File: src/mac_pkg.sv
// Contract
// - 32-bit ALU with accumulator, single cycle
// - branch target taken from accumulator
// - normalize accumulator removing redundant sign bits
// - test selected data bit as condition
// - operand B from product or scaler
// - ALU result written back to accumulator
// - accumulator stored as two 16-bit halves
// - store shifters leave accumulator unchanged
// - scaler takes 16 bits, gives 32
// - scaler shifts left 0 to 16
// - scaler low vacated bits are zero
// - scaler high bits follow sign mode
// - signed/unsigned 16x16 product in one cycle
// - operand register holds one multiplier input
// - result register holds product until next
// - MAC takes both buses same cycle; here MAC multiplies program bus by operand register, data bus unused
// - product passes four-mode shifter to ALU
package mac_pkg;

  ////////////////////////////////////////////////////////////////////////////
  // widths
  localparam int DATA_W   = 16;                 // bus word
  localparam int ACC_W    = 32;                 // accumulator and product
  localparam int SHIFT_W  = 5;                  // scaler shift count field
  localparam int MAX_SHIFT = 16;                // largest scaler shift
  localparam int STORE_SHIFT_W = 3;             // store shift count field
  localparam int BITSEL_W = 4;                  // bit test selector

  // product shift amounts
  localparam int PSHIFT_L1 = 1;
  localparam int PSHIFT_L4 = 4;
  localparam int PSHIFT_R6 = 6;

  // reset values
  localparam logic [ACC_W-1:0]  ACC_RESET = 32'h0000_0000;
  localparam logic [DATA_W-1:0] OPR_RESET = 16'h0000;

  ////////////////////////////////////////////////////////////////////////////
  // alu operations
  typedef enum logic [3:0] {
    OP_NOP  = 4'b0000,  // hold accumulator
    OP_ADD  = 4'b0001,  // acc + b
    OP_SUB  = 4'b0010,  // acc - b
    OP_LOAD = 4'b0011,  // acc = b
    OP_AND  = 4'b0100,  // bitwise and
    OP_OR   = 4'b0101,  // bitwise or
    OP_XOR  = 4'b0110,  // bitwise xor
    OP_NORM = 4'b0111,  // one normalize step
    OP_MPY  = 4'b1000,  // product only
    OP_MAC  = 4'b1001,  // acc += shifted old product, new product
    OP_LDOP = 4'b1010,  // load operand register
    OP_ABS  = 4'b1011,  // absolute value
    OP_NEG  = 4'b1100   // negate
  } alu_op_t;

  // product shift modes
  typedef enum logic [1:0] {
    PM_NONE = 2'b00,
    PM_L1   = 2'b01,
    PM_L4   = 2'b10,
    PM_R6   = 2'b11
  } pmode_t;

  // command from the decoder
  typedef struct packed {
    alu_op_t                op;          // operation
    logic                   useProduct;  // operand b from product path
    logic [SHIFT_W-1:0]     shiftCount;  // scaler shift
    logic                   signExtend;  // sign_extend_mode_bit
    logic                   mulSigned;   // signed multiply
    pmode_t                 pmode;       // product shift mode
    logic [BITSEL_W-1:0]    bitSel;      // bit test index
    logic [STORE_SHIFT_W-1:0] storeShift; // store left shift
  } mac_cmd_t;

  // status out
  typedef struct packed {
    logic accZero;       // accumulator zero
    logic accNeg;        // accumulator negative
    logic carry;         // carry from last add/sub
    logic overflow;      // signed overflow latched per op
    logic bitTest;       // tested bit
    logic normalized;    // no redundant sign bit left, or accumulator zero
  } mac_status_t;

endpackage

File: src/mac_datapath.sv
`timescale 1ns/1ps
module mac_datapath
  import mac_pkg::*;
(
  // clock and reset
  input  wire logic              core_clk,
  input  wire logic              reset_n,
  // decoder command
  input  wire mac_cmd_t          cmd,
  // buses
  input  wire logic [DATA_W-1:0] dataBus,
  input  wire logic [DATA_W-1:0] progBus,
  // results
  output logic      [ACC_W-1:0]  accumulator,
  output logic      [ACC_W-1:0]  multiplier_result_reg,
  output logic      [DATA_W-1:0] multiplier_operand_reg,
  output logic      [DATA_W-1:0] storeHigh,
  output logic      [DATA_W-1:0] storeLow,
  output logic      [DATA_W-1:0] branchTarget,
  output mac_status_t            status
);

  ////////////////////////////////////////////////////////////////////////////
  // internal nets
  logic [ACC_W-1:0]   scaled;        // scaler output
  logic [ACC_W-1:0]   prodShifted;   // product after mode shift
  logic [ACC_W-1:0]   operandB;      // second alu input
  logic [ACC_W:0]     sumWide;       // add/sub with carry
  logic [ACC_W-1:0]   next_acc;      // alu result
  logic               next_carry;    // carry result
  logic               next_ovf;      // overflow result
  logic [ACC_W-1:0]   newProduct;    // multiplier output
  logic [DATA_W-1:0]  mulB;          // second multiplier input
  logic               isMulOp;       // product updates this cycle
  logic [ACC_W-1:0]   storeWord;     // shifted accumulator copy
  logic               carryFlag;     // registered carry
  logic               ovfFlag;       // registered overflow
  logic               bitFlag;       // registered bit test

  ////////////////////////////////////////////////////////////////////////////
  // input scaling shifter
  scaling_shifter uScale (
    .dataIn     (dataBus),
    .shiftCount (cmd.shiftCount),
    .signExtend (cmd.signExtend),
    .dataOut    (scaled)
  );

  // product shift path
  product_shifter uPshift (
    .product (multiplier_result_reg),
    .pmode   (cmd.pmode),
    .shifted (prodShifted)
  );

  ////////////////////////////////////////////////////////////////////////////
  // operand b select
  always_comb begin
    operandB = cmd.useProduct ? prodShifted : scaled;
  end

  ////////////////////////////////////////////////////////////////////////////
  // multiplier, mac takes program bus with operand register
  always_comb begin
    isMulOp = (cmd.op == OP_MPY) || (cmd.op == OP_MAC);
    // mac: operand from program bus, other from operand register
    mulB = (cmd.op == OP_MAC) ? progBus : dataBus;
    if (cmd.mulSigned) begin
      newProduct = ACC_W'($signed(multiplier_operand_reg) * $signed(mulB));
    end else begin
      newProduct = ACC_W'(multiplier_operand_reg * mulB);
    end
  end

  ////////////////////////////////////////////////////////////////////////////
  // alu, one result per cycle
  always_comb begin
    next_acc   = accumulator;
    next_carry = carryFlag;
    next_ovf   = 1'b0;
    sumWide    = '0;
    case (cmd.op)
      OP_ADD, OP_MAC: begin
        // mac adds the shifted previous product
        sumWide    = {1'b0, accumulator} + {1'b0, (cmd.op == OP_MAC) ? prodShifted : operandB};
        next_acc   = sumWide[ACC_W-1:0];
        next_carry = sumWide[ACC_W];
        next_ovf   = (accumulator[ACC_W-1] == sumWide[ACC_W-1] ? 1'b0 : 1'b1)
                   & ~(accumulator[ACC_W-1] ^ ((cmd.op == OP_MAC) ?
                       prodShifted[ACC_W-1] : operandB[ACC_W-1]));
      end
      OP_SUB: begin
        sumWide    = {1'b0, accumulator} - {1'b0, operandB};
        next_acc   = sumWide[ACC_W-1:0];
        next_carry = ~sumWide[ACC_W];
        next_ovf   = (accumulator[ACC_W-1] ^ operandB[ACC_W-1])
                   & (accumulator[ACC_W-1] ^ sumWide[ACC_W-1]);
      end
      OP_LOAD: next_acc = operandB;
      OP_AND:  next_acc = accumulator & operandB;
      OP_OR:   next_acc = accumulator | operandB;
      OP_XOR:  next_acc = accumulator ^ operandB;
      OP_ABS:  next_acc = accumulator[ACC_W-1] ? ACC_W'(-accumulator) : accumulator;
      OP_NEG:  next_acc = ACC_W'(-accumulator);
      OP_NORM: begin
        // shift left once while top two bits agree and accumulator is nonzero
        if (accumulator[ACC_W-1] == accumulator[ACC_W-2] && accumulator != ACC_RESET) begin
          next_acc = accumulator << 1;
        end
      end
      default: next_acc = accumulator;
    endcase
  end

  ////////////////////////////////////////////////////////////////////////////
  // accumulator write back
  always_ff @(posedge core_clk or negedge reset_n) begin
    if (!reset_n) begin
      accumulator <= ACC_RESET;
    end else begin
      accumulator <= next_acc;
    end
  end

  // flags from the alu
  always_ff @(posedge core_clk or negedge reset_n) begin
    if (!reset_n) begin
      carryFlag <= 1'b0;
      ovfFlag   <= 1'b0;
    end else begin
      carryFlag <= next_carry;
      ovfFlag   <= next_ovf;
    end
  end

  // operand register, loaded from data bus
  always_ff @(posedge core_clk or negedge reset_n) begin
    if (!reset_n) begin
      multiplier_operand_reg <= OPR_RESET;
    end else if (cmd.op == OP_LDOP) begin
      multiplier_operand_reg <= dataBus;
    end
  end

  // product register, held between multiplies
  always_ff @(posedge core_clk or negedge reset_n) begin
    if (!reset_n) begin
      multiplier_result_reg <= ACC_RESET;
    end else if (isMulOp) begin
      multiplier_result_reg <= newProduct;
    end
  end

  ////////////////////////////////////////////////////////////////////////////
  // store path: shifted copy, accumulator untouched
  always_comb begin
    storeWord = accumulator << cmd.storeShift;
  end

  // registered store halves
  always_ff @(posedge core_clk or negedge reset_n) begin
    if (!reset_n) begin
      storeHigh <= OPR_RESET;
      storeLow  <= OPR_RESET;
    end else begin
      storeHigh <= storeWord[ACC_W-1:DATA_W];
      storeLow  <= storeWord[DATA_W-1:0];
    end
  end

  ////////////////////////////////////////////////////////////////////////////
  // branch target and bit test
  always_ff @(posedge core_clk or negedge reset_n) begin
    if (!reset_n) begin
      branchTarget <= OPR_RESET;
      bitFlag      <= 1'b0;
    end else begin
      branchTarget <= next_acc[DATA_W-1:0];
      bitFlag      <= dataBus[cmd.bitSel];
    end
  end

  // status word, one driver for the whole struct
  always_comb begin
    status.carry      = carryFlag;
    status.overflow   = ovfFlag;
    status.bitTest    = bitFlag;
    status.accZero    = (accumulator == ACC_RESET);
    status.accNeg     = accumulator[ACC_W-1];
    status.normalized = (accumulator[ACC_W-1] != accumulator[ACC_W-2]) ||
                        (accumulator == ACC_RESET);
  end

endmodule

File: src/product_shifter.sv
`timescale 1ns/1ps
module product_shifter
  import mac_pkg::*;
(
  // product and mode
  input  wire logic [ACC_W-1:0] product,
  input  wire pmode_t           pmode,
  // shifted product
  output logic      [ACC_W-1:0] shifted
);

  ////////////////////////////////////////////////////////////////////////////
  // four selectable product shifts
  always_comb begin
    case (pmode)
      PM_NONE: shifted = product;
      PM_L1:   shifted = product << PSHIFT_L1;
      PM_L4:   shifted = product << PSHIFT_L4;
      PM_R6:   shifted = ACC_W'($signed(product) >>> PSHIFT_R6);
      default: shifted = product;
    endcase
  end

endmodule

File: src/scaling_shifter.sv
`timescale 1ns/1ps
module scaling_shifter
  import mac_pkg::*;
(
  // input word and control
  input  wire logic [DATA_W-1:0]  dataIn,
  input  wire logic [SHIFT_W-1:0] shiftCount,
  input  wire logic               signExtend,
  // shifted result
  output logic      [ACC_W-1:0]   dataOut
);

  logic [ACC_W-1:0] extended;    // widened input
  logic [SHIFT_W-1:0] amount;    // clamped shift

  ////////////////////////////////////////////////////////////////////////////
  // widen then shift, low bits zero
  always_comb begin
    amount = (shiftCount > SHIFT_W'(MAX_SHIFT)) ? SHIFT_W'(MAX_SHIFT) : shiftCount;
    if (signExtend) begin
      extended = {{(ACC_W-DATA_W){dataIn[DATA_W-1]}}, dataIn};
    end else begin
      extended = {{(ACC_W-DATA_W){1'b0}}, dataIn};
    end
    dataOut = extended << amount;
  end

endmodule
File: config.mk
export PLATFORM = sky130hd
export DESIGN_NAME = mac_datapath
export DESIGN_NICKNAME = d
export VERILOG_FILES = /design/src/mac_pkg.sv /design/src/mac_datapath.sv /design/src/product_shifter.sv /design/src/scaling_shifter.sv
export SDC_FILE = /design/constraint.sdc
export NUM_CORES = 2
export LEC_CHECK = 0
export ABC_AREA = 1
export BUFFER_PORTS_ARGS = -buffer_cell sky130_fd_sc_hd__clkbuf_2
export CORE_MARGIN = 4
export CORE_UTILIZATION = 65
export CTS_CLUSTER_SIZE = 16
export DETAILED_ROUTE_END_ITERATION = 8
export PLACE_DENSITY = 0.84
export REMOVE_ABC_BUFFERS = 1
export SLEW_MARGIN = 0
export SYNTH_ARGS = -nofsm -noshare
export SYNTH_HDL_FRONTEND = slang
export SYNTH_SLANG_ARGS = --single-unit
File: constraint.sdc
create_clock -name core_clk -period 15.79 [get_ports core_clk]
set_input_delay 1.579 -clock core_clk [delete_from_list [all_inputs] [get_ports core_clk]]
set_output_delay 1.579 -clock core_clk [all_outputs]
set_load 0.01 [all_outputs]
After elaboration in Yosys (flattened, before gate mapping):

Index checks and enable logic that the tools add are counted.

* bits of input ports: 55
* register bits after elaboration: 115
* output and inout port bits: 134
* logic and storage cells: 76

* muxes and demuxes: 16
* bitwise operators: 10
* shift-type cells: 2
* $add $sub $neg: 3
* reduce and logical (&&, ||, !) cells: 11
* eq/ne operators: 20
* $lt $le $gt $ge: 2
* multiply operators: 2

Operators with widths (number)
* 32-bit one-hot mux with 9 select lines: 1
* 32-bit 2-to-1 mux: 6
* 32-bit one-hot mux with 4 select lines: 1
* 16-bit by 16-bit multiplier with 32-bit output: 2
* 32-bit by 32-bit adder with 33-bit output: 1
* 32-bit by 32-bit subtractor with 33-bit output: 1
* 32-bit AND: 1
* 32-bit zero test: 1
* 32-bit negation: 1
* 32-bit bitwise OR: 1
* 32-bit nonzero test: 1
* 32-bit by 3-bit left shift with 32-bit output: 1
* 32-bit by 5-bit left shift with 32-bit output: 1
* 32-bit XOR: 1
* 4-bit equality test, second input constant: 5
* 4-bit by 3-bit equality test with 1-bit output, second input constant: 4
* 16-bit 2-to-1 mux: 1
* 9-bit nonzero test: 1
* 4-bit by 2-bit equality test with 1-bit output, second input constant: 2
* 5-bit greater-than comparator, second input constant: 1
* 4-bit by 5-bit < comparator with 1-bit output, second input constant: 1
* 5-bit 2-to-1 mux: 1
* 1-bit binary-select mux with 4-bit select: 1
* 2-bit equality test, second input constant: 2
* other kinds (17): 27

Depth between registers and ports, before layout:

* depth after elaboration: 10
* gate-level depth with buffers: 36
* gate-level depth less buffers: 34

Modules after synthesis:

From an unflattened synthesis, not the netlist that was laid out.

* cells, all modules: 4528
* area, all modules: 30949.7 um^2

Modules (own cells, without submodules)
* mac_datapath: times used 1, area an instance 28738.8 um^2, sequential area each 2877.8 um^2, cells an instance 4088
* scaling_shifter: times used 1, area an instance 1261.2 um^2, sequential area each 0.0 um^2, cells an instance 265
* product_shifter: times used 1, area an instance 949.7 um^2, sequential area each 0.0 um^2, cells an instance 175

Worst setup path after synthesis:

Ideal clock, no wire load.

* path type: input to register
* from: input cmd[18] (netlist bit)
* to: register multiplier_result_reg[27]
* library setup time: 131 ps
* data arrival time: 7604 ps
* required time: 15659 ps
* stages on the path: 26
* path slack: 8055 ps
* buffers on the path: 2
* path through: buf_2 -> nor2_1 -> inv_2 -> nor2_4 -> inv_4 -> buf_2 -> o21ai_2 -> nor2_1 -> fa_1 -> fa_1 -> fa_1 -> fa_1 -> fa_1 -> inv_1 -> fa_1 -> inv_1 -> ha_1 -> a21oi_1 -> o21ai_0 -> a21oi_1 -> nand3_1 -> or2_2 -> nand3_1 -> nand2_1 -> nand2_1 -> o21ai_0

* longest elaborated chain between the ends: 4
* elaborated cells between the ends (all ways): 7
* those cells by class: mul (2); eq/ne (2); mux (2); reduce/logical (1)

RTL lines
* from (decl): line mac_datapath.sv:9 `input wire mac_cmd_t cmd,`
* 4-bit equality test: line mac_datapath.sv:65, mac_datapath.sv:67
* 16-bit 2-to-1 mux: line mac_datapath.sv:67 `mulB = (cmd.op == OP_MAC) ? progBus : dataBus;`
* 16-bit by 16-bit multiplier with 32-bit output (on tied branches): line mac_datapath.sv:71, mac_datapath.sv:69
* 32-bit 2-to-1 mux: line mac_datapath.sv:68 `if (cmd.mulSigned) begin`
* to (signal assigned): line mac_datapath.sv:150 `multiplier_result_reg <= newProduct;`
* to (decl): line mac_datapath.sv:15 `output logic [ACC_W-1:0] multiplier_result_reg,`

Several ways; a longest one is shown, not always the timed one.
A chain may end at the register's enable or synchronous reset.

Worst setup path after layout:

* from: input cmd[20] (netlist bit)
* to: register multiplier_result_reg[27]

The elaborated chain is that of the path after synthesis.

==> out/qor.yml <==
status: "completed"
synth_seq_area_share_pct: 9.308
antenna_found_initial: 1
postSynthCellCount: 4512
place_congestion: 1.073
hold_viol: 0
numCtsBuffers: 17
path_cells: "clkbuf_2, nand2_2, nor2_4, inv_4, o21ai_1, nor2_1, fa_1, fa_1, fa_1, fa_1, fa_1, inv_1, fa_1, inv_1, ha_1, a21oi_1, o21ai_0, a21oi_1, nand3_1, or2_2, nand3_1, nand2_1, nand2_1, o21ai_0"
drv_slew: 0
synth_top_area_share_pct: 23.83
yosys_warnings: 0
crit_path_end_kind: "register"
first_global_vias: 31620
grt_max_degree: 71
grt_use_total_pct: 47.05
worstPathArrival_ps: 9530
synthArstFlopShare_pct: 100.0
h-tree-depth: 4
cts_resized: 0
cts.path.max_buffers: 2
synth_most_common_cell: "nand2_1"
drtIter0Drc: 3941
worstSetupPathType: "in -> reg"
cts_tree: "yes"
die_width_um: 226.1
globalRoute.totalOverflow: 0
synth_top_flop_cell: "dfrtp_1"
avgSynthCellArea_um2: 6.852
dp_hpwl_um: 96750
wl_per_cell_um: 22.95
cts_setup_buffers: 0
whs_ps: 486.5
first_pass_iters: 8
cp_data_required_time_ps: 16170
areaGrowthSynthToFinish_pct: 5.484
cap_violations: 0
portBuffers: 188
grt_pass1_wl_um: 181800
viasPerCell: 6.194
tightest_slew_ps: 1274
die_area_um2: 51120
path_clk_slew_ps: 70
insertion_delay_ps: 510
synth_edf_count: 0
cp-start-kind: "input port"
ioPinCount: 189
core_um2: 46750
worst-path-buf-inv: 4
hold_class: "reg -> reg"
fin_crit_ps: 9149
period_share_pct: 57.94
cts_hold_buf: 0
fin_tns_setup_ps: 0
ys_ff_latch: 115
synth_common_cells: "nand2_1, inv_1, nor2_1, fa_1, o21ai_0"
cp_common_cell: "fa_1"
dieHeight_um: 226.1
cts.sinks: 115
rsz0062_at_grt: "false"
cp_max_fo: 70
wirelength_um: 119500
fin_skew_ps: 22.60
layout-drive-gt1-share_pct: 7.784
start_util_pct: 66.13
cts_root_buffer: "clkbuf_16"
cpPeakStageDelay_ps: 970
drc: 0
fp-row-count: 79
synthTopCellsByArea: "fa_1, nand2_1, ha_1, inv_1, dfrtp_1"
dr_total_vias: 32250
yosys.area.top_type: "fa_1"
worst_path_max_delay_cell: "o21ai_1"
syn_area_um2: 30920
crit_family: "adder cells"
setup-violations-final: 0
fmax_mhz: 109.3
nNetsFinal: 5292
final_antenna_net_count: 0
diodes: 0
relSlewSlack_pct: 15.05
synth.distinct_cells: 66
## per-stage QoR
| step | setup WS, ps | cell area, um2 | instances | utilization, % |
|---|---|---|---|---|
| global route | 6130 | 32610 | 5206 | 69.75 |
| CTS | 6747 | 32610 | 5206 | 69.75 |
| finish | 6641 | 32610 | 5206 | 69.75 |
| floorplan | 7659 | 30120 | 4360 | - |
| global placement | 6393 | 31980 | 5174 | 68.40 |
| detailed placement | 6242 | 31980 | 5174 | 68.40 |
## tightest hold or removal path: stages, from the launching register on
cell	delay [ps]
dfrtp_1	340
nand2_1	60
nand2_1	60
## logic make-up after synthesis
family	Yosys count	share of synthesized area [%]
buffers and inverters	1030	13.27
AO/OA/AOI/OAI	797	14.93
flip-flops	115	9.308
multiplexers	24	0.7770
adder cells (fa/ha/maj)	651	35.28
AND/OR/NAND/NOR	1854	25.27
XOR/XNOR	41	1.161
## placed cells by master, fill, tap and decap left out, drive strengths merged, types with 10 or more instances in the layout
cell	n
o21ai	411
dfrtp	115
o22ai	27
o21bai	23
a31oi	11
a221oi	31
inv	876
a21oi	220
xor2	30
o211ai	17
nor3	38
or2	16
mux2i	24
nand3b	15
ha	283
nand3	290
nand2	971
fa	368
buf	20
a21o	13
o21a	10
xnor2	11
nor2	463
nand4	49
clkbuf	205
## routing by layer
layer | up-vias | share of wire [%] | GRT usage, %
met4 | 2 | 12 | 43.68
met1 | 14990 | 33 | 52.50
met3 | 685 | 10 | 11.11
met5 | - | 0.011 | 0
li1 | 14440 | - | -
met2 | 2127 | 45 | 74.12
## layout make-up
type | instances | area (um2)
multi-input combinational | 3367 | 23950
fill | 4077 | 14140
inverter | 878 | 3308
sequential | 115 | 2878
timing repair buffer | 207 | 1086
tap | 607 | 759.5
clock buffer | 18 | 429.2
clock inverter | 14 | 203.9
## path summary, 6_finish.rpt
check / startpoint / end / slack (ps) / cells after the start
max in group asynchronous: reset_n / accumulator[27] / 13270 / 2
setup reg to reg: multiplier_operand_reg[15] / multiplier_result_reg[31] / 8860 / 26
setup / recovery: cmd[20] / multiplier_result_reg[27] / 6640 / 24
min in group asynchronous: reset_n / accumulator[12] / 1190 / 1
hold / removal: carryFlag / carryFlag / 490 / 2
hold reg to reg: carryFlag / carryFlag / 490 / 2
Power is left out: the tool's default activity adds up to more than one toggle a clock period on the data nets, which glitch-free logic cannot reach.
